--- src/core/gpt_timer_consts.vh ---
`ifndef GPT_TIMER_CONSTS_VH
`define GPT_TIMER_CONSTS_VH

// Register byte offsets.
`define GPT_A_CTRL_OFS      8'h00
`define GPT_A_COUNT_OFS     8'h04
`define GPT_A_PERIOD_OFS    8'h08
`define GPT_INT_STATUS_OFS  8'h0C
`define GPT_INT_MASK_OFS    8'h10
`define GPT_B_BASE_OFS      8'h20
`define GPT_B_STRIDE        8'h10
`define GPT_B_CTRL_SUB      4'h0
`define GPT_B_COUNT_SUB     4'h4
`define GPT_B_PERIOD_SUB    4'h8

// Control register field positions.
`define GPT_CTL_ON          15
`define GPT_CTL_STOP_IDLE   13
`define GPT_CTL_WR_DIS      12
`define GPT_CTL_WR_PEND     11
`define GPT_CTL_ECS_HI      9
`define GPT_CTL_ECS_LO      8
`define GPT_CTL_GATE        7
`define GPT_CTL_PS_HI       5
`define GPT_CTL_PS_LO       4
`define GPT_CTL_SYNC        2
`define GPT_CTL_CS          1

// Field codes and reset values.
`define GPT_ECS_PIN         2'h1
`define GPT_CTRL_RST        16'h0000
`define GPT_PERIOD_RST      16'hFFFF

// Prescaler terminal counts for divide by 1, 8, 64 and 256.
`define GPT_PS_LIM_0        8'h00
`define GPT_PS_LIM_1        8'h07
`define GPT_PS_LIM_2        8'h3F
`define GPT_PS_LIM_3        8'hFF

// Counts of cycles and pulses.
`define GPT_WR_SPACING      4
`define GPT_WAKE_HOLD       3'h5

`endif

--- src/core/gpt_timer_b.v ---
`timescale 1ns/100ps
`include "gpt_timer_consts.vh"

// One type-B timer: control, counter and period with a match event.
module gpt_timer_b #(
    parameter WIDTH = 16
) (
    input  wire             ref_clk,
    input  wire             rst,
    input  wire             wr_ctrl,
    input  wire             wr_count,
    input  wire             wr_period,
    input  wire [WIDTH-1:0] wdata,
    input  wire             idle_mode,
    input  wire             sleep_mode,
    output reg  [15:0]      ctrl_reg,
    output reg  [WIDTH-1:0] count_reg,
    output reg  [WIDTH-1:0] period_reg,
    output reg              match_reg
);
    reg  [7:0] ps_reg;
    reg  [7:0] ps_lim;
    wire       run;
    wire       tick;

    // Terminal count of the prescaler from the two-bit select field.
    always @* begin
        case (ctrl_reg[`GPT_CTL_PS_HI:`GPT_CTL_PS_LO])
            2'h0:    ps_lim = `GPT_PS_LIM_0;
            2'h1:    ps_lim = `GPT_PS_LIM_1;
            2'h2:    ps_lim = `GPT_PS_LIM_2;
            default: ps_lim = `GPT_PS_LIM_3;
        endcase
    end

    // Halted in Sleep, and in Idle when asked to stop there.
    assign run = ctrl_reg[`GPT_CTL_ON] & ~sleep_mode &
                 ~(idle_mode & ctrl_reg[`GPT_CTL_STOP_IDLE]);
    assign tick = run & (ps_reg == ps_lim);

    // Registers, prescaler, counter and match event.
    always @(posedge ref_clk or posedge rst) begin
        if (rst) begin
            ctrl_reg   <= `GPT_CTRL_RST;
            count_reg  <= {WIDTH{1'b0}};
            period_reg <= {WIDTH{1'b1}};
            match_reg  <= 1'b0;
            ps_reg     <= 8'h00;
        end else begin
            match_reg <= 1'b0;
            if (wr_ctrl) begin
                ctrl_reg <= wdata[15:0];
            end
            if (wr_period) begin
                period_reg <= wdata;
            end
            if (!run || tick) begin
                ps_reg <= 8'h00;
            end else begin
                ps_reg <= ps_reg + 8'h01;
            end
            if (wr_count) begin
                count_reg <= wdata;
            end else if (tick) begin
                if (count_reg == period_reg) begin
                    count_reg <= {WIDTH{1'b0}};
                    match_reg <= 1'b1;
                end else begin
                    count_reg <= count_reg + 1'b1;
                end
            end
        end
    end
endmodule // gpt_timer_b

--- src/core/gpt_timer_top.v ---
// Functional notes
// - Type A counts the pin asynchronously when source is 1, sync 0, select 01.
// - Type A has a gated mode on the internal source and a 2-bit prescaler.
// - Type A counts up to and wraps on its period; period 1 is not advised.
// - The control register holds write disable at 12 and pending at 11.
// - A type-B timer with stop-in-idle set halts while the device idles.
// - A type-B match raises an event trigger and sets its interrupt flag.
// - After wake from Sleep in async mode type A holds for five pulses.
`timescale 1ns/100ps
`include "gpt_timer_consts.vh"

module gpt_timer_top #(
    parameter WIDTH = 16,
    parameter NUM_B = 2
) (
    input  wire             ref_clk,
    input  wire             rst,
    input  wire [7:0]       reg_addr,
    input  wire [31:0]      reg_wdata,
    input  wire             reg_wr,
    input  wire             reg_rd,
    output reg  [31:0]      reg_rdata,
    input  wire             external_count_input,
    input  wire             idle_mode,
    input  wire             sleep_mode,
    output reg              irq,
    output reg  [NUM_B-1:0] type_b_event
);
    reg  [15:0]          type_a_control_reg;
    reg  [WIDTH-1:0]     type_a_counter_reg;
    reg  [WIDTH-1:0]     type_a_period_reg;
    reg  [WIDTH-1:0]     pend_val_reg;
    reg                  async_write_pending_reg;
    reg  [NUM_B:0]       status_reg;
    reg  [NUM_B:0]       mask_reg;
    reg                  pin_s1_reg;
    reg                  pin_s2_reg;
    reg                  pin_prev_reg;
    reg                  sleep_prev_reg;
    reg  [2:0]           hold_reg;
    reg  [7:0]           ps_reg;
    reg  [7:0]           ps_lim;
    reg  [31:0]          rdata_next;
    reg  [NUM_B:0]       status_next;
    reg  [NUM_B-1:0]     b_wr_ctrl;
    reg  [NUM_B-1:0]     b_wr_count;
    reg  [NUM_B-1:0]     b_wr_period;
    wire [16*NUM_B-1:0]  b_ctrl;
    wire [WIDTH*NUM_B-1:0] b_count;
    wire [WIDTH*NUM_B-1:0] b_period;
    wire [NUM_B-1:0]     b_match;
    wire                 a_on;
    wire                 cs_sel;
    wire                 sync_sel;
    wire                 pin_sel;
    wire                 gate_mode_enable;
    wire                 async_mode;
    wire                 pin_rise;
    wire                 src_evt;
    wire                 run_a;
    wire                 tick_a;
    wire                 a_match;
    wire                 wr_a_ctrl;
    wire                 wr_a_count;
    wire                 wr_a_period;
    wire                 wr_status;
    wire                 wr_mask;
    wire                 wake;
    integer              i;
    integer              j;

    // Field decode of the type-A control register.
    assign a_on        = type_a_control_reg[`GPT_CTL_ON];
    assign cs_sel      = type_a_control_reg[`GPT_CTL_CS];
    assign sync_sel    = type_a_control_reg[`GPT_CTL_SYNC];
    assign gate_mode_enable = type_a_control_reg[`GPT_CTL_GATE];
    assign pin_sel     = type_a_control_reg[`GPT_CTL_ECS_HI:`GPT_CTL_ECS_LO]
                         == `GPT_ECS_PIN;
    assign async_mode  = cs_sel & ~sync_sel & pin_sel;

    // Register strobes for the shared registers.
    assign wr_a_ctrl   = reg_wr & (reg_addr == `GPT_A_CTRL_OFS);
    assign wr_a_count  = reg_wr & (reg_addr == `GPT_A_COUNT_OFS);
    assign wr_a_period = reg_wr & (reg_addr == `GPT_A_PERIOD_OFS);
    assign wr_status   = reg_wr & (reg_addr == `GPT_INT_STATUS_OFS);
    assign wr_mask     = reg_wr & (reg_addr == `GPT_INT_MASK_OFS);

    // Strobes for each type-B timer from its slot in the map.
    always @* begin
        for (i = 0; i < NUM_B; i = i + 1) begin
            b_wr_ctrl[i]   = reg_wr & (reg_addr == `GPT_B_BASE_OFS +
                             i * `GPT_B_STRIDE + `GPT_B_CTRL_SUB);
            b_wr_count[i]  = reg_wr & (reg_addr == `GPT_B_BASE_OFS +
                             i * `GPT_B_STRIDE + `GPT_B_COUNT_SUB);
            b_wr_period[i] = reg_wr & (reg_addr == `GPT_B_BASE_OFS +
                             i * `GPT_B_STRIDE + `GPT_B_PERIOD_SUB);
        end
    end

    // Type-B timers, one instance per slot.
    genvar g;
    generate
        for (g = 0; g < NUM_B; g = g + 1) begin : gen_b
            gpt_timer_b #(
                .WIDTH      (WIDTH)
            ) u_b (
                .ref_clk    (ref_clk),
                .rst        (rst),
                .wr_ctrl    (b_wr_ctrl[g]),
                .wr_count   (b_wr_count[g]),
                .wr_period  (b_wr_period[g]),
                .wdata      (reg_wdata[WIDTH-1:0]),
                .idle_mode  (idle_mode),
                .sleep_mode (sleep_mode),
                .ctrl_reg   (b_ctrl[16*g +: 16]),
                .count_reg  (b_count[WIDTH*g +: WIDTH]),
                .period_reg (b_period[WIDTH*g +: WIDTH]),
                .match_reg  (b_match[g])
            );
        end
    endgenerate

    // Pin synchroniser; only the second stage and its delay are looked at.
    always @(posedge ref_clk or posedge rst) begin
        if (rst) begin
            pin_s1_reg     <= 1'b0;
            pin_s2_reg     <= 1'b0;
            pin_prev_reg   <= 1'b0;
            sleep_prev_reg <= 1'b0;
        end else begin
            pin_s1_reg     <= external_count_input;
            pin_s2_reg     <= pin_s1_reg;
            pin_prev_reg   <= pin_s2_reg;
            sleep_prev_reg <= sleep_mode;
        end
    end

    assign pin_rise = pin_s2_reg & ~pin_prev_reg;
    assign wake     = sleep_prev_reg & ~sleep_mode;

    // Count source: pin edges, or the internal clock gated by the pin.
    assign src_evt = cs_sel ? (pin_sel & pin_rise) :
                     (gate_mode_enable ? pin_s2_reg : 1'b1);

    // Only the asynchronous mode keeps counting through Sleep.
    assign run_a  = a_on & ~(idle_mode &
                    type_a_control_reg[`GPT_CTL_STOP_IDLE]) &
                    (~sleep_mode | async_mode);
    assign tick_a = run_a & src_evt & (ps_reg == ps_lim) & (hold_reg == 3'h0);
    assign a_match = tick_a & (type_a_counter_reg == type_a_period_reg);

    // Prescaler terminal count from the select field.
    always @* begin
        case (type_a_control_reg[`GPT_CTL_PS_HI:`GPT_CTL_PS_LO])
            2'h0:    ps_lim = `GPT_PS_LIM_0;
            2'h1:    ps_lim = `GPT_PS_LIM_1;
            2'h2:    ps_lim = `GPT_PS_LIM_2;
            default: ps_lim = `GPT_PS_LIM_3;
        endcase
    end

    // Prescaler advances on each source event while running and no wake hold is left.
    always @(posedge ref_clk or posedge rst) begin
        if (rst) begin
            ps_reg <= 8'h00;
        end else if (!run_a) begin
            ps_reg <= 8'h00;
        end else if (src_evt && hold_reg == 3'h0) begin
            if (ps_reg == ps_lim) begin
                ps_reg <= 8'h00;
            end else begin
                ps_reg <= ps_reg + 8'h01;
            end
        end
    end

    // Wake from Sleep in async mode swallows five pin pulses.
    always @(posedge ref_clk or posedge rst) begin
        if (rst) begin
            hold_reg <= 3'h0;
        end else if (wake && async_mode && a_on) begin
            hold_reg <= `GPT_WAKE_HOLD;
        end else if (!async_mode) begin
            hold_reg <= 3'h0;
        end else if (pin_rise && hold_reg != 3'h0) begin
            hold_reg <= hold_reg - 3'h1;
        end
    end

    // Type-A control and period registers; pending bit is read only.
    always @(posedge ref_clk or posedge rst) begin
        if (rst) begin
            type_a_control_reg <= `GPT_CTRL_RST;
            type_a_period_reg  <= {WIDTH{1'b1}};
        end else begin
            if (wr_a_ctrl) begin
                type_a_control_reg <= {reg_wdata[15:12], 1'b0,
                                       reg_wdata[10:0]};
            end
            if (wr_a_period) begin
                type_a_period_reg <= reg_wdata[WIDTH-1:0];
            end
        end
    end

    // Counter: async writes wait for the next pin edge; match wraps to 0.
    always @(posedge ref_clk or posedge rst) begin
        if (rst) begin
            type_a_counter_reg      <= {WIDTH{1'b0}};
            pend_val_reg            <= {WIDTH{1'b0}};
            async_write_pending_reg <= 1'b0;
        end else begin
            if (wr_a_count && async_mode) begin
                if (!(async_write_pending_reg &&
                      type_a_control_reg[`GPT_CTL_WR_DIS])) begin
                    pend_val_reg            <= reg_wdata[WIDTH-1:0];
                    async_write_pending_reg <= 1'b1;
                end
            end else if (async_write_pending_reg &&
                         (pin_rise || !async_mode)) begin
                type_a_counter_reg      <= pend_val_reg;
                async_write_pending_reg <= 1'b0;
            end
            if (wr_a_count && !async_mode) begin
                type_a_counter_reg <= reg_wdata[WIDTH-1:0];
            end else if (a_match) begin
                type_a_counter_reg <= {WIDTH{1'b0}};
            end else if (tick_a && !(async_write_pending_reg && pin_rise)) begin
                type_a_counter_reg <= type_a_counter_reg + 1'b1;
            end
        end
    end

    // Sticky status: a new event wins over a write-one clear.
    always @* begin
        status_next = status_reg;
        if (wr_status) begin
            status_next = status_reg & ~reg_wdata[NUM_B:0];
        end
        status_next = status_next | {b_match, a_match};
    end

    // Status, mask, interrupt line and event triggers.
    always @(posedge ref_clk or posedge rst) begin
        if (rst) begin
            status_reg   <= {(NUM_B+1){1'b0}};
            mask_reg     <= {(NUM_B+1){1'b0}};
            irq          <= 1'b0;
            type_b_event <= {NUM_B{1'b0}};
        end else begin
            status_reg   <= status_next;
            irq          <= |(status_next & (wr_mask ?
                            reg_wdata[NUM_B:0] : mask_reg));
            type_b_event <= b_match;
            if (wr_mask) begin
                mask_reg <= reg_wdata[NUM_B:0];
            end
        end
    end

    // Read multiplexer; unmapped addresses read as zero.
    always @* begin
        rdata_next = 32'h00000000;
        case (reg_addr)
            `GPT_A_CTRL_OFS: begin
                rdata_next[15:0] = type_a_control_reg;
                rdata_next[`GPT_CTL_WR_PEND] = async_write_pending_reg;
            end
            `GPT_A_COUNT_OFS:    rdata_next[WIDTH-1:0] = type_a_counter_reg;
            `GPT_A_PERIOD_OFS:   rdata_next[WIDTH-1:0] = type_a_period_reg;
            `GPT_INT_STATUS_OFS: rdata_next[NUM_B:0] = status_reg;
            `GPT_INT_MASK_OFS:   rdata_next[NUM_B:0] = mask_reg;
            default: begin
                for (j = 0; j < NUM_B; j = j + 1) begin
                    if (reg_addr == `GPT_B_BASE_OFS + j * `GPT_B_STRIDE +
                        `GPT_B_CTRL_SUB) begin
                        rdata_next[15:0] = b_ctrl[16*j +: 16];
                    end
                    if (reg_addr == `GPT_B_BASE_OFS + j * `GPT_B_STRIDE +
                        `GPT_B_COUNT_SUB) begin
                        rdata_next[WIDTH-1:0] = b_count[WIDTH*j +: WIDTH];
                    end
                    if (reg_addr == `GPT_B_BASE_OFS + j * `GPT_B_STRIDE +
                        `GPT_B_PERIOD_SUB) begin
                        rdata_next[WIDTH-1:0] = b_period[WIDTH*j +: WIDTH];
                    end
                end
            end
        endcase
    end

    // Read data stand only in the cycle after the read strobe.
    always @(posedge ref_clk or posedge rst) begin
        if (rst) begin
            reg_rdata <= 32'h00000000;
        end else if (reg_rd) begin
            reg_rdata <= rdata_next;
        end else begin
            reg_rdata <= 32'h00000000;
        end
    end
endmodule // gpt_timer_top

--- config.mk ---
export PLATFORM = sky130hd
export DESIGN_NAME = gpt_timer_top
export DESIGN_NICKNAME = d
export VERILOG_FILES = /design/src/core/gpt_timer_b.v /design/src/core/gpt_timer_top.v
export VERILOG_INCLUDE_DIRS = /design/src /design/src/core
export SDC_FILE = /design/constraint.sdc
export NUM_CORES = 1
export LEC_CHECK = 0
export BUFFER_PORTS_ARGS = -buffer_cell sky130_fd_sc_hd__clkbuf_2
export CAP_MARGIN = 15
export CORE_UTILIZATION = 50
export DETAILED_ROUTE_END_ITERATION = 16
export PLACE_DENSITY = 0.71
export SKIP_CTS_REPAIR_TIMING = 1
export SYNTH_ARGS = -nofsm -noshare
export SYNTH_HDL_FRONTEND = slang
export SYNTH_SLANG_ARGS = --single-unit
--- constraint.sdc ---
create_clock -name ref_clk -period 5.9 [get_ports ref_clk]
set_input_delay 0.295 -clock ref_clk [delete_from_list [all_inputs] [get_ports ref_clk]]
set_output_delay 0.295 -clock ref_clk [all_outputs]
set_load 0.01 [all_outputs]
==> flow_summary.json <==
{
  "cts_tree": "yes",
  "maxSlewHeadroom_pct": 31.81,
  "numCtsBuffers": 25,
  "synth_area_leader_cell": "dfrtp_1",
  "r2r_slack_ns": 2.46,
  "cp-start-kind": "flip-flop",
  "ios": 82,
  "holdPathEnd": "type_a_counter_reg[15]",
  "synth_area_leaders": "dfrtp_1, mux2_2, dfstp_2",
  "fin_tns_setup_ns": 0,
  "ant_nets": 0,
  "route.detailed.drc": 0,
  "synth_seq_area_share_pct": 45.66,
  "status": "finished, final reports clean",
  "tightestPinTransition_ns": 1.015,
  "ctsRootBufferMaster": "clkbuf_16",
  "n_antenna_cell": 0,
  "antenna_found_initial": 0,
  "num_rows": 56,
  "power_density_nw_per_um2": 297.0,
  "routed_wl_mm": 33.79,
  "grt_pass1_vias": 9002,
  "synth.most_common_cell": "dfrtp_1",
  "first_pass_iters": 5,
  "drv_slew": 0,
  "dieArea_um2": 24780,
  "drv_cap": 0,
  "synth_edf_count": 0,
  "netlist_instances": 1212,
  "die-width_um": 157.4,
  "rsz0062_at_grt": "no",
  "drive_gt1_share_pct": 24.31,
  "syn_area_um2": 12080,
  "hold_viol": 0,
  "r2r-end": "type_a_counter_reg[14]",
  "grt_util_all_layers_pct": 27.90,
  "wl_per_cell_um": 21.70,
  "hold_depth": 3,
  "synth_cell_types": 74,
  "synth-seq-cells": 218,
  "nets": 1274,
  "p_leak_nw": 5.704,
  "drtIter0Drc": 903,
  "critPathRequiredTime_ns": 6.33,
  "dp_hpwl_mm": 22.86,
  "ys.flop_type": "dfrtp_1",
  "power_mw": 3.949,
  "clock-sinks": 218,
  "worstSetupEndpointType": "flip-flop",
  "area.growth.synth_to_final_pct": 10.06,
  "synth_top_area_share_pct": 35.22,
  "clk_pin_slew_ns": 0.06,
  "synth.avg_cell_area_um2": 9.966,
  "fmax_ghz": 0.2911,
  "clock_latency_ns": 0.53,
  "setup_violations": 0,
  "die_h_um": 157.4,
  "core_area_um2": 23610,
  "synth_common_cells": "dfrtp_1, mux2_2, nor2_1",
  "timing.final.crit_share_pct": 58.23,
  "ys_warn_count": 0,
  "holdCritPathClass": "input port to flip-flop",
  "clkPwrFrac_pct": 38.8,
  "crit_type": "flip-flop to flip-flop",
  "sw_frac_of_total_pct": 29.35,
  "vias_per_cell": 6.207,
  "internal-power_mw": 2.790,
  "htreeDepth": 1,
  "io_buffers": 49,
  "grt_overflow": 0,
  "rr_worst_depth": 7,
  "start_util_pct": 51.16,
  "grt_max_degree": 78,
  "async_reset_ff_share_pct": 100.0,
  "final.setup_skew_ns": 0.007387,
  "switchingPower_mw": 1.159,
  "finalCriticalPeriod_ns": 3.436,
  "p_seq_share_pct": 47.3,
  "cp_max_fo": 17,
  "vias": 9664,
  "gp_congestion": 0.9306,
  "cts_buffer_depth": 3,
  "min_from": "reg_wdata[15]",
  "combPwrFrac_pct": 13.8,
  "arrival_ns": 3.86,
  "vdd_ir_drop_max_v": 0.0001844,
  "reg2reg_from": "type_a_control_reg[2]",
  "grt_pass1_wl_mm": 52.37
}
==> logic make-up after synthesis <==
logic type | share of synthesized area [%]
AOI/OAI and AO/OA | 16.35
and+or+nand+nor | 14.76
buffers and inverters | 4.413
DFF | 45.66
adders and majority gates | 0.8287
muxes | 12.16
other | 0.03105
xor gates and xnor gates | 5.801
==> area by class of cell <==
cell class,instances,area (um^2)
clock inverter,8,75.07
multi-input combinational,893,6092
inverter,14,56.30
timing repair buffer,67,411.6
fill,2091,10320
sequential,218,5515
clock buffer,38,744.5
tap,319,399.1
==> how the worst max path moves through the flow <==
| stage | end | startpoint | depth (start not counted) |
|---|---|---|---|
| 2_1_floorplan | async_write_pending_reg | rst | 1 |
| 3_3_place_gp | type_a_counter_reg[14] | reg_addr[3] | 9 |
| 3_5_place_dp | type_a_counter_reg[14] | reg_addr[3] | 9 |
| 4_1_cts | type_a_counter_reg[14] | type_a_control_reg[2] | 7 |
| 5_1_grt | type_a_counter_reg[0] | type_a_control_reg[9] | 7 |
| 6_report | type_a_counter_reg[14] | type_a_control_reg[2] | 7 |
==> worst max-delay path: stages (launching register included) <==
cell and delay, ns:
dfrtp_1 0.42, nand4bb_1 0.51, a221o_1 0.48, nor2b_1 0.51, a31oi_2 0.52, o21ai_2 0.56, nor2_1 0.09, a221oi_1 0.24
==> layer usage <==
metal | global-route usage (%) | vias up | share of wire, %
met1 | 40.50 | 4809 | 44
met2 | 41.28 | 409 | 44
li1 | - | 4368 | -
met5 | 0 | - | 0
met4 | 10.26 | 0 | 3.7
met3 | 5.066 | 78 | 8.5
==> layout by cell type (no fill, tap or decap), types with 10 or more instances in the layout <==
master     Yosys  layout
a31oi_1       10      10
and3_1        18      18
conb_1         1      16
nand2_1       87      87
nand4_1       23      23
xor2_1        29      29
xnor2_1       51      51
nor2_1       109     109
nor3_1        14      13
o221ai_1      12      12
buf_4         19      13
o21ai_0       88      88
a22o_1        12      12
inv_1         14      13
nand3_1       33      33
o21a_1        15      15
clkbuf_16      0      25
a21oi_1       65      65
dfrtp_1      170     170
dfstp_2       48      48
a221oi_1      11      11
clkbuf_2       0      49
a221o_1       16      16
mux2_2       118     118
nor2_2        11      11
mux2i_1       14      14
==> per-stage QoR <==
| step | hold WS (ns) | instance area, um^2 | worst slack, ns | util, % | instances |
|---|---|---|---|---|---|
| after floorplan | 0.3264 | 12140 | 2.804 | - | 1227 |
| after global placement | 0.3321 | 12410 | 2.064 | 52.54 | 1506 |
| after detailed placement | 0.3355 | 12410 | 2.009 | 52.54 | 1506 |
| after CTS | -0.1400 | 13230 | 2.527 | 56.01 | 1552 |
| after global routing | 0.2458 | 13290 | 2.200 | 56.30 | 1557 |
| final | 0.2397 | 13290 | 2.464 | 56.30 | 1557 |
==> power by group through the flow <==
| stage | combinational, mW | clock [mW] | sequential [mW] |
|---|---|---|---|
| 2_1_floorplan | 0.488 | 0 | 1.74 |
| 3_3_place_gp | 0.523 | 0 | 1.87 |
| 3_5_place_dp | 0.535 | 0 | 1.88 |
| 4_1_cts | 0.540 | 1.55 | 1.86 |
| 5_1_grt | 0.606 | 1.61 | 1.88 |
| 6_report | 0.545 | 1.53 | 1.87 |
Note: power is estimated with default switching activity, not from simulation.
